`src/pkg/reset_cause_pkg.sv`:
```
`default_nettype none
package reset_cause_pkg;

	localparam int ADDR_W = 8;
	localparam int DATA_W = 32;

	localparam logic [ADDR_W-1:0] ADDR_CAUSE      = 8'h00;
	localparam logic [ADDR_W-1:0] ADDR_CAUSE_CLR  = 8'h04;
	localparam logic [ADDR_W-1:0] ADDR_CAUSE_SET  = 8'h08;
	localparam logic [ADDR_W-1:0] ADDR_INT_STATUS = 8'h0C;
	localparam logic [ADDR_W-1:0] ADDR_INT_MASK   = 8'h10;
	localparam logic [ADDR_W-1:0] ADDR_MODE       = 8'h14;

	localparam int BIT_HV      = 29;
	localparam int BIT_CM      = 9;
	localparam int BIT_KEEP_ON = 8;
	localparam int BIT_EXT     = 7;
	localparam int BIT_SW      = 6;
	localparam int BIT_WDT     = 4;
	localparam int BIT_SLEEP   = 3;
	localparam int BIT_IDLE    = 2;
	localparam int BIT_BOR     = 1;
	localparam int BIT_POR     = 0;

	localparam logic [DATA_W-1:0] FLAG_MASK  = 32'h2000_02DF;
	localparam logic [DATA_W-1:0] CAUSE_RST  = 32'h0000_0003;
	localparam logic              KEEP_ON_RST = 1'h0;

	localparam int MODE_FIELD_LSB = 0;
	localparam int LAST_FIELD_LSB = 8;

	typedef enum logic [3:0] {
		LAST_NONE  = 4'h0,
		LAST_HV    = 4'h1,
		LAST_CM    = 4'h2,
		LAST_EXT   = 4'h3,
		LAST_SW    = 4'h4,
		LAST_WDT   = 4'h5,
		LAST_BOR   = 4'h6,
		LAST_SLEEP = 4'h7,
		LAST_IDLE  = 4'h8
	} last_cause_t;

	typedef enum logic [2:0] {
		MODE_RUN   = 3'b001,
		MODE_IDLE  = 3'b010,
		MODE_SLEEP = 3'b100
	} power_mode_t;

endpackage
`default_nettype wire

```
`src/verilog/reset_cause_status.sv`:
```
// Contract
// Bit 29 is set when a high-voltage-detect reset occurs and reads 0 otherwise.
// Bit 9 is set when a configuration-mismatch reset occurs and stays clear otherwise.
// Bit 8 is a software bit, reset 0, where 1 keeps the regulator on in sleep and 0 lets it track in standby.
// Bit 7 is set when the active-low master-clear pin is driven low.
// Bit 6 is set when a software reset is executed.
// Bit 4 is set when the watchdog timer expires.
// Bit 3 is set when the device wakes having been in sleep mode.
// Bit 2 is set when the device wakes having been in idle mode.
// Bit 1 is set on a brown-out reset and reads 1 after power-on reset.
// Bit 0 is set on a power-on reset and reads 1 after power-on reset.
// Software writes 0 to the brown-out and power-on flags after reading them to see the next event.
// Bits 28 to 10 are unimplemented, read as zero and ignore writes.
// Every hardware flag stays set until software writes it to 0, so several may read 1 together.
//
// Local design decisions: the strobed register port and the register offsets.
`timescale 1ns/100ps
`default_nettype none
module reset_cause_status
	import reset_cause_pkg::*;
(
	input  wire logic              sys_clk,
	input  wire logic              srst,
	input  wire logic [ADDR_W-1:0] addr,
	input  wire logic [DATA_W-1:0] wdata,
	input  wire logic              wr_stb,
	input  wire logic              rd_stb,
	output var  logic [DATA_W-1:0] rdata,
	input  wire logic              high_voltage_detect,
	input  wire logic              config_mismatch,
	input  wire logic              master_clear_pin_n,
	input  wire logic              software_reset,
	input  wire logic              watchdog_timer_expired,
	input  wire logic              brownout_detect,
	input  wire logic              enter_sleep,
	input  wire logic              enter_idle,
	input  wire logic              wake_event,
	output var  logic              regulator_sleep_keep_on,
	output var  logic              regulator_standby,
	output var  logic              in_sleep,
	output var  logic              in_idle,
	output var  logic              irq
);

	logic [DATA_W-1:0] hw_set;
	logic [DATA_W-1:0] sw_we;
	logic [DATA_W-1:0] sw_val;
	logic [DATA_W-1:0] flags;
	logic [DATA_W-1:0] cause_view;
	logic [DATA_W-1:0] int_status_reg;
	logic [DATA_W-1:0] int_status_next;
	logic [DATA_W-1:0] int_mask_reg;
	logic [DATA_W-1:0] mode_view;
	logic              keep_on_reg;
	logic              keep_on_next;
	logic              any_reset_cause;
	logic              wake_sleep;
	logic              wake_idle;
	power_mode_t       mode_reg;
	power_mode_t       mode_next;
	last_cause_t       last_reg;
	last_cause_t       last_next;

	// A reset-type event always ends a low-power mode
	assign any_reset_cause = high_voltage_detect
		| config_mismatch
		| ~master_clear_pin_n
		| software_reset
		| watchdog_timer_expired
		| brownout_detect;

	// Power mode tracking
	always_comb begin
		mode_next = mode_reg;
		wake_sleep = 1'b0;
		wake_idle = 1'b0;
		case (mode_reg)
			MODE_RUN: begin
				if (any_reset_cause) begin
					mode_next = MODE_RUN;
				end else if (enter_sleep) begin
					mode_next = MODE_SLEEP;
				end else if (enter_idle) begin
					mode_next = MODE_IDLE;
				end
			end
			MODE_IDLE: begin
				if (wake_event || any_reset_cause) begin
					mode_next = MODE_RUN;
					wake_idle = 1'b1;
				end
			end
			MODE_SLEEP: begin
				if (wake_event || any_reset_cause) begin
					mode_next = MODE_RUN;
					wake_sleep = 1'b1;
				end
			end
			default: begin
				mode_next = MODE_RUN;
			end
		endcase
	end

	always_ff @(posedge sys_clk) begin
		if (srst) begin
			mode_reg <= MODE_RUN;
		end else begin
			mode_reg <= mode_next;
		end
	end

	// Hardware set requests, one pulse per cycle of the event
	always_comb begin
		hw_set = '0;
		hw_set[BIT_HV] = high_voltage_detect;
		hw_set[BIT_CM] = config_mismatch;
		hw_set[BIT_EXT] = ~master_clear_pin_n;
		hw_set[BIT_SW] = software_reset;
		hw_set[BIT_WDT] = watchdog_timer_expired;
		hw_set[BIT_SLEEP] = wake_sleep;
		hw_set[BIT_IDLE] = wake_idle;
		hw_set[BIT_BOR] = brownout_detect;
	end

	// Software access: direct write, write-one-to-clear and write-one-to-set views
	always_comb begin
		sw_we = '0;
		sw_val = '0;
		if (wr_stb) begin
			case (addr)
				ADDR_CAUSE: begin
					sw_we = '1;
					sw_val = wdata;
				end
				ADDR_CAUSE_CLR: begin
					sw_we = wdata;
					sw_val = '0;
				end
				ADDR_CAUSE_SET: begin
					sw_we = wdata;
					sw_val = '1;
				end
				default: begin
					sw_we = '0;
					sw_val = '0;
				end
			endcase
		end
	end

	// Only implemented flag positions get storage
	genvar gi;
	generate
		for (gi = 0; gi < DATA_W; gi++) begin : g_flag
			if (FLAG_MASK[gi]) begin : g_cell
				flag_cell #(
					.RESET_VALUE (CAUSE_RST[gi])
				) u_cell (
					.sys_clk   (sys_clk),
					.srst      (srst),
					.set_pulse (hw_set[gi]),
					.wr_en     (sw_we[gi]),
					.wr_value  (sw_val[gi]),
					.q         (flags[gi])
				);
			end else begin : g_none
				assign flags[gi] = 1'b0;
			end
		end
	endgenerate

	// Power-on flag: srst stands for power-on, so the cell reset value is its set

	always_comb begin
		keep_on_next = keep_on_reg;
		if (sw_we[BIT_KEEP_ON]) begin
			keep_on_next = sw_val[BIT_KEEP_ON];
		end
	end

	always_ff @(posedge sys_clk) begin
		if (srst) begin
			keep_on_reg <= KEEP_ON_RST;
		end else begin
			keep_on_reg <= keep_on_next;
		end
	end

	// Unimplemented bits come out as zero
	always_comb begin
		cause_view = flags & FLAG_MASK;
		cause_view[BIT_KEEP_ON] = keep_on_reg;
	end

	// Regulator control changes on the same edge as the mode register, from flops fed by the next mode
	always_ff @(posedge sys_clk) begin
		if (srst) begin
			regulator_sleep_keep_on <= KEEP_ON_RST;
			regulator_standby <= 1'b0;
			in_sleep <= 1'b0;
			in_idle <= 1'b0;
		end else begin
			regulator_sleep_keep_on <= keep_on_next;
			regulator_standby <= (mode_next == MODE_SLEEP) && !keep_on_next;
			in_sleep <= (mode_next == MODE_SLEEP);
			in_idle <= (mode_next == MODE_IDLE);
		end
	end

	// Most recent cause; on a tie the higher bit position wins
	always_comb begin
		last_next = last_reg;
		if (hw_set[BIT_HV]) begin
			last_next = LAST_HV;
		end else if (hw_set[BIT_CM]) begin
			last_next = LAST_CM;
		end else if (hw_set[BIT_EXT]) begin
			last_next = LAST_EXT;
		end else if (hw_set[BIT_SW]) begin
			last_next = LAST_SW;
		end else if (hw_set[BIT_WDT]) begin
			last_next = LAST_WDT;
		end else if (hw_set[BIT_SLEEP]) begin
			last_next = LAST_SLEEP;
		end else if (hw_set[BIT_IDLE]) begin
			last_next = LAST_IDLE;
		end else if (hw_set[BIT_BOR]) begin
			last_next = LAST_BOR;
		end
	end

	always_ff @(posedge sys_clk) begin
		if (srst) begin
			last_reg <= LAST_NONE;
		end else begin
			last_reg <= last_next;
		end
	end

	always_comb begin
		mode_view = '0;
		mode_view[MODE_FIELD_LSB +: 3] = mode_reg;
		mode_view[LAST_FIELD_LSB +: 4] = last_reg;
	end

	// Interrupt status: set wins over a write-one-to-clear in the same cycle
	always_comb begin
		int_status_next = int_status_reg;
		if (wr_stb && addr == ADDR_INT_STATUS) begin
			int_status_next = int_status_next & ~wdata;
		end
		int_status_next = (int_status_next | hw_set) & FLAG_MASK;
	end

	always_ff @(posedge sys_clk) begin
		if (srst) begin
			int_status_reg <= '0;
		end else begin
			int_status_reg <= int_status_next;
		end
	end

	always_ff @(posedge sys_clk) begin
		if (srst) begin
			int_mask_reg <= '0;
		end else if (wr_stb && addr == ADDR_INT_MASK) begin
			int_mask_reg <= wdata & FLAG_MASK;
		end
	end

	// Registered, so it lags the status bit by one cycle
	always_ff @(posedge sys_clk) begin
		if (srst) begin
			irq <= 1'b0;
		end else begin
			irq <= |(int_status_reg & int_mask_reg);
		end
	end

	// Read data stands in the cycle after the strobe only
	always_ff @(posedge sys_clk) begin
		if (srst) begin
			rdata <= '0;
		end else if (rd_stb) begin
			case (addr)
				ADDR_CAUSE: begin
					rdata <= cause_view;
				end
				ADDR_CAUSE_CLR: begin
					rdata <= cause_view;
				end
				ADDR_CAUSE_SET: begin
					rdata <= cause_view;
				end
				ADDR_INT_STATUS: begin
					rdata <= int_status_reg;
				end
				ADDR_INT_MASK: begin
					rdata <= int_mask_reg;
				end
				ADDR_MODE: begin
					rdata <= mode_view;
				end
				default: begin
					rdata <= '0;
				end
			endcase
		end else begin
			rdata <= '0;
		end
	end

endmodule
`default_nettype wire

```
`src/verilog/flag_cell.sv`:
```
`timescale 1ns/100ps
`default_nettype none
module flag_cell #(
	parameter logic RESET_VALUE = 1'b0
) (
	input  wire logic sys_clk,
	input  wire logic srst,
	input  wire logic set_pulse,
	input  wire logic wr_en,
	input  wire logic wr_value,
	output var  logic q
);

	// Hardware set wins over a software write in the same cycle
	always_ff @(posedge sys_clk) begin
		if (srst) begin
			q <= RESET_VALUE;
		end else if (set_pulse) begin
			q <= 1'b1;
		end else if (wr_en) begin
			q <= wr_value;
		end
	end

endmodule
`default_nettype wire

```
`config.mk`:
```
export PLATFORM = sky130hd
export DESIGN_NAME = reset_cause_status
export DESIGN_NICKNAME = d
export VERILOG_FILES = /design/src/pkg/reset_cause_pkg.sv /design/src/verilog/reset_cause_status.sv /design/src/verilog/flag_cell.sv
export SDC_FILE = /design/constraint.sdc
export NUM_CORES = 1
export LEC_CHECK = 0
export BUFFER_PORTS_ARGS = -buffer_cell sky130_fd_sc_hd__clkbuf_2
export CORE_MARGIN = 2
export CORE_UTILIZATION = 49
export DETAILED_ROUTE_END_ITERATION = 10
export GPL_TIMING_DRIVEN = 1
export PLACE_DENSITY = 0.83
export SETUP_SLACK_MARGIN = 0.4
export SYNTH_ARGS = -nofsm -noshare
export SYNTH_HDL_FRONTEND = slang
export SYNTH_SLANG_ARGS = --single-unit
```
`constraint.sdc`:
```
create_clock -name sys_clk -period 1.95 [get_ports sys_clk]
set_input_delay 0 -clock sys_clk [delete_from_list [all_inputs] [get_ports sys_clk]]
set_output_delay 0 -clock sys_clk [all_outputs]
set_load 0.01 [all_outputs]
```
==> impl_metrics.sql <==
INSERT INTO impl_metrics (metric_group, metric, value, unit) VALUES
('status', 'status', 'complete, no violations', ''),
('yosys', 'synth_top_cell_area_share', '0.412', ''),
('worst_setup_path', 'worst_setup_path_end_kind', 'register', ''),
('floorplan', 'dieArea', '5640', 'um^2'),
('worst_setup_path', 'endpoint', 'last_reg[0]', ''),
('timing', 'fmaxAchievable', '659', 'MHz'),
('clock_tree', 'clk-insertion-delay-late', '0.30', 'ns'),
('power_and_ir_drop', 'power_density', '643', 'nW/um^2'),
('cells_and_area', 'finalNetCount', '397', ''),
('yosys', 'ys.flop_type', 'sky130_fd_sc_hd__dfxtp_1', ''),
('yosys', 'avgSynthCellArea', '8.78', 'um^2'),
('grt', 'grt_util_all_layers', '0.242', ''),
('clock_tree', 'cts_root_buf', 'sky130_fd_sc_hd__clkbuf_8', ''),
('worst_setup_path', 'worstSetupStartpoint', 'mode_reg[1]', ''),
('timing', 'timing_worst_slew_pin_value', '0.644', 'ns'),
('route', 'detailedRoute.firstIterationViolations', '156', ''),
('min_path', 'hold_path.class', 'input port to register', ''),
('timing', 'finalCritPeriodShare', '0.779', ''),
('worst_setup_path', 'worst_ep_arrival_time', '1.69', 'ns'),
('cells_and_area', 'final_core_util', '0.619', ''),
('timing', 'timing.final.setup_violations', '0', ''),
('yosys', 'synth_async_sr_flop_share', '0', ''),
('worst_setup_path', 'critical_path.reg2reg.startpoint', 'mode_reg[1]', ''),
('timing', 'slew_headroom', '0.565', ''),
('worst_setup_path', 'regToRegSetupSlack', '0.43', 'ns'),
('power_and_ir_drop', 'seq_power_share', '0.564', ''),
('yosys', 'syn_inst', '282', ''),
('place', 'portBuffers', '47', ''),
('place', 'routabilityCongestion', '0.852', ''),
('power_and_ir_drop', 'power.internal', '1.40', 'mW'),
('worst_setup_path', 'worst-setup-path-type', 'register to register', ''),
('grt', 'antenna_found_initial', '0', ''),
('cells_and_area', 'drive_gt1_frac', '0.232', ''),
('timing', 'rsz_0062_raised_after_global_routing', 'no', ''),
('cells_and_area', 'registers.top_by_ff_count', 'rdata', ''),
('timing', 'final-hold-violation-count', '0', ''),
('route', 'drt_first_pass_iters', '5', ''),
('clock_tree', 'cts_inserted_buffers', '5', ''),
('floorplan', 'io_count', '90', ''),
('yosys', 'post_synth_num_cell_types', '50', ''),
('clock_tree', 'post-cts-setup-buffer-count', '0', ''),
('worst_setup_path', 'crit_chain', 'xor2_1 -> a311oi_2 -> a2111oi_2 -> a211oi_1', ''),
('route', 'vias', '2359', ''),
('timing', 'total_negative_setup_slack', '0', 'ns'),
('cells_and_area', 'regArea', '1020', 'um^2'),
('route', 'antenna_violating_nets_post_route', '0', ''),
('power_and_ir_drop', 'vdd_ir_drop_max', '0.439', 'mV'),
('place', 'post-dp-hpwl', '4.71', 'mm'),
('place', 'dpl-instance-area', '2760', 'um^2'),
('route', 'post_drt_via_cell_ratio', '5.73', ''),
('cells_and_area', 'final_cell_count_no_fill', '412', ''),
('clock_tree', 'cts-root-to-sink-buffers', '2', ''),
('route', 'route.final.wire_length', '6.59', 'mm'),
('job', 'drv_cap', '0', ''),
('yosys', 'synth-edff-count', '0', ''),
('floorplan', 'initial_utilization', '0.517', ''),
('clock_tree', 'clock_tree_from_tritoncts', 'built', ''),
('timing', 'fin_ws', '0.431', 'ns'),
('yosys', 'yosysSeqAreaShare', '0.412', ''),
('cells_and_area', 'area_growth', '19.6', '%'),
('grt', 'global_route_wire_length_before_repair', '10.2', 'mm'),
('yosys', 'netlist_area_before_placement', '2480', 'um^2'),
('yosys', 'synth.largest_area_cell', 'sky130_fd_sc_hd__dfxtp_1', ''),
('power_and_ir_drop', 'power.share.combinational', '0.114', ''),
('grt', 'grt_max_degree', '34', ''),
('floorplan', 'dieHeight', '75.1', 'um'),
('timing', 'clock-skew-final', '0.00547', 'ns'),
('clock_tree', 'cts_sinks', '51', ''),
('floorplan', 'coreArea', '4790', 'um^2'),
('power_and_ir_drop', 'netSwitchingPower', '504', 'uW'),
('yosys', 'postSynthRegisterBits', '51', '');
==> kinds of logic (layout without fill, tap and decap cells) <==
group,count (synthesis),in the layout,share of synthesized area
AO/OA/AOI/OAI,69,69,0.191
multiplexers,22,22,0.0955
flip-flops,51,51,0.412
buffers and inverters,47,91,0.105
other,1,20,0.00151
AND/OR/NAND/NOR,90,90,0.188
XOR/XNOR,2,2,0.00708
==> what timing repair did <==
action	CTS	global route
gates resized for setup	3	3
setup endpoints to repair	1	1
endpoints found under the hold margin	18	0
hold buffers	10	0
==> how the worst min path moves through the flow <==
stage | from | to | slack (ns) | depth (start not counted)
global placement | wdata[0] | int_status_reg[0] | 0.24 | 2
detailed placement | wdata[0] | int_status_reg[0] | 0.25 | 2
CTS | addr[5] | rdata[8] | 0.007 | 2
floorplan | wdata[0] | int_status_reg[0] | 0.09 | 1
finish | addr[5] | rdata[8] | 0.01 | 2
global route | addr[5] | rdata[8] | 0.02 | 2
==> layer usage <==
layer,vias to the layer above,part of all wire,wire [um],GRT usage
met5,-,0,0,0
met4,0,0.038,250,0.113
met3,26,0.073,483,0.0415
met2,123,0.48,3200,0.415
met1,1104,0.40,2670,0.294
li1,1106,-,-,-
==> cell usage in the layout (no fill, tap or decap), drive strengths merged, types with 3 or more instances in the layout <==
master / synthesis / layout
a311oi: 7 / 7
a22oi: 10 / 10
nor3: 5 / 5
mux2i: 9 / 9
nor4b: 4 / 4
nand3: 6 / 6
inv: 14 / 15
a31oi: 4 / 4
mux2: 13 / 13
nand2: 9 / 9
nor2: 43 / 43
a21oi: 18 / 18
dlygate4sd3: 0 / 10
conb: 1 / 20
nand2b: 4 / 4
nor4: 5 / 5
dfxtp: 51 / 51
o21ai: 12 / 12
clkbuf: 8 / 52
or3b: 3 / 3
or4: 3 / 3
buf: 25 / 12
==> final cells by class <==
class / instances / area share
multi-input cells: 203 / 0.434
clock inverters: 3 / 0.00634
repair buffers: 69 / 0.144
clock buffers: 5 / 0.0232
flip-flops and latches: 51 / 0.346
inverters: 14 / 0.0178
well taps: 67 / 0.0283
==> critical path: cells and delay by family, from the launching register on <==
kind            cells  cell delay [ns]
flops               1             0.48
xor+xnor            1             0.20
compound gates      3             0.72
==> power groups by stage <==
stage	sequential [mW]	clock [mW]	combinational [mW]
after floorplan	1.09	0	0.138
after global placement	1.10	0	0.187
after detailed placement	1.10	0	0.193
after CTS	1.07	0.615	0.212
after global routing	1.08	0.656	0.238
final	1.07	0.611	0.218
Note: power is estimated with default switching activity, not from simulation.
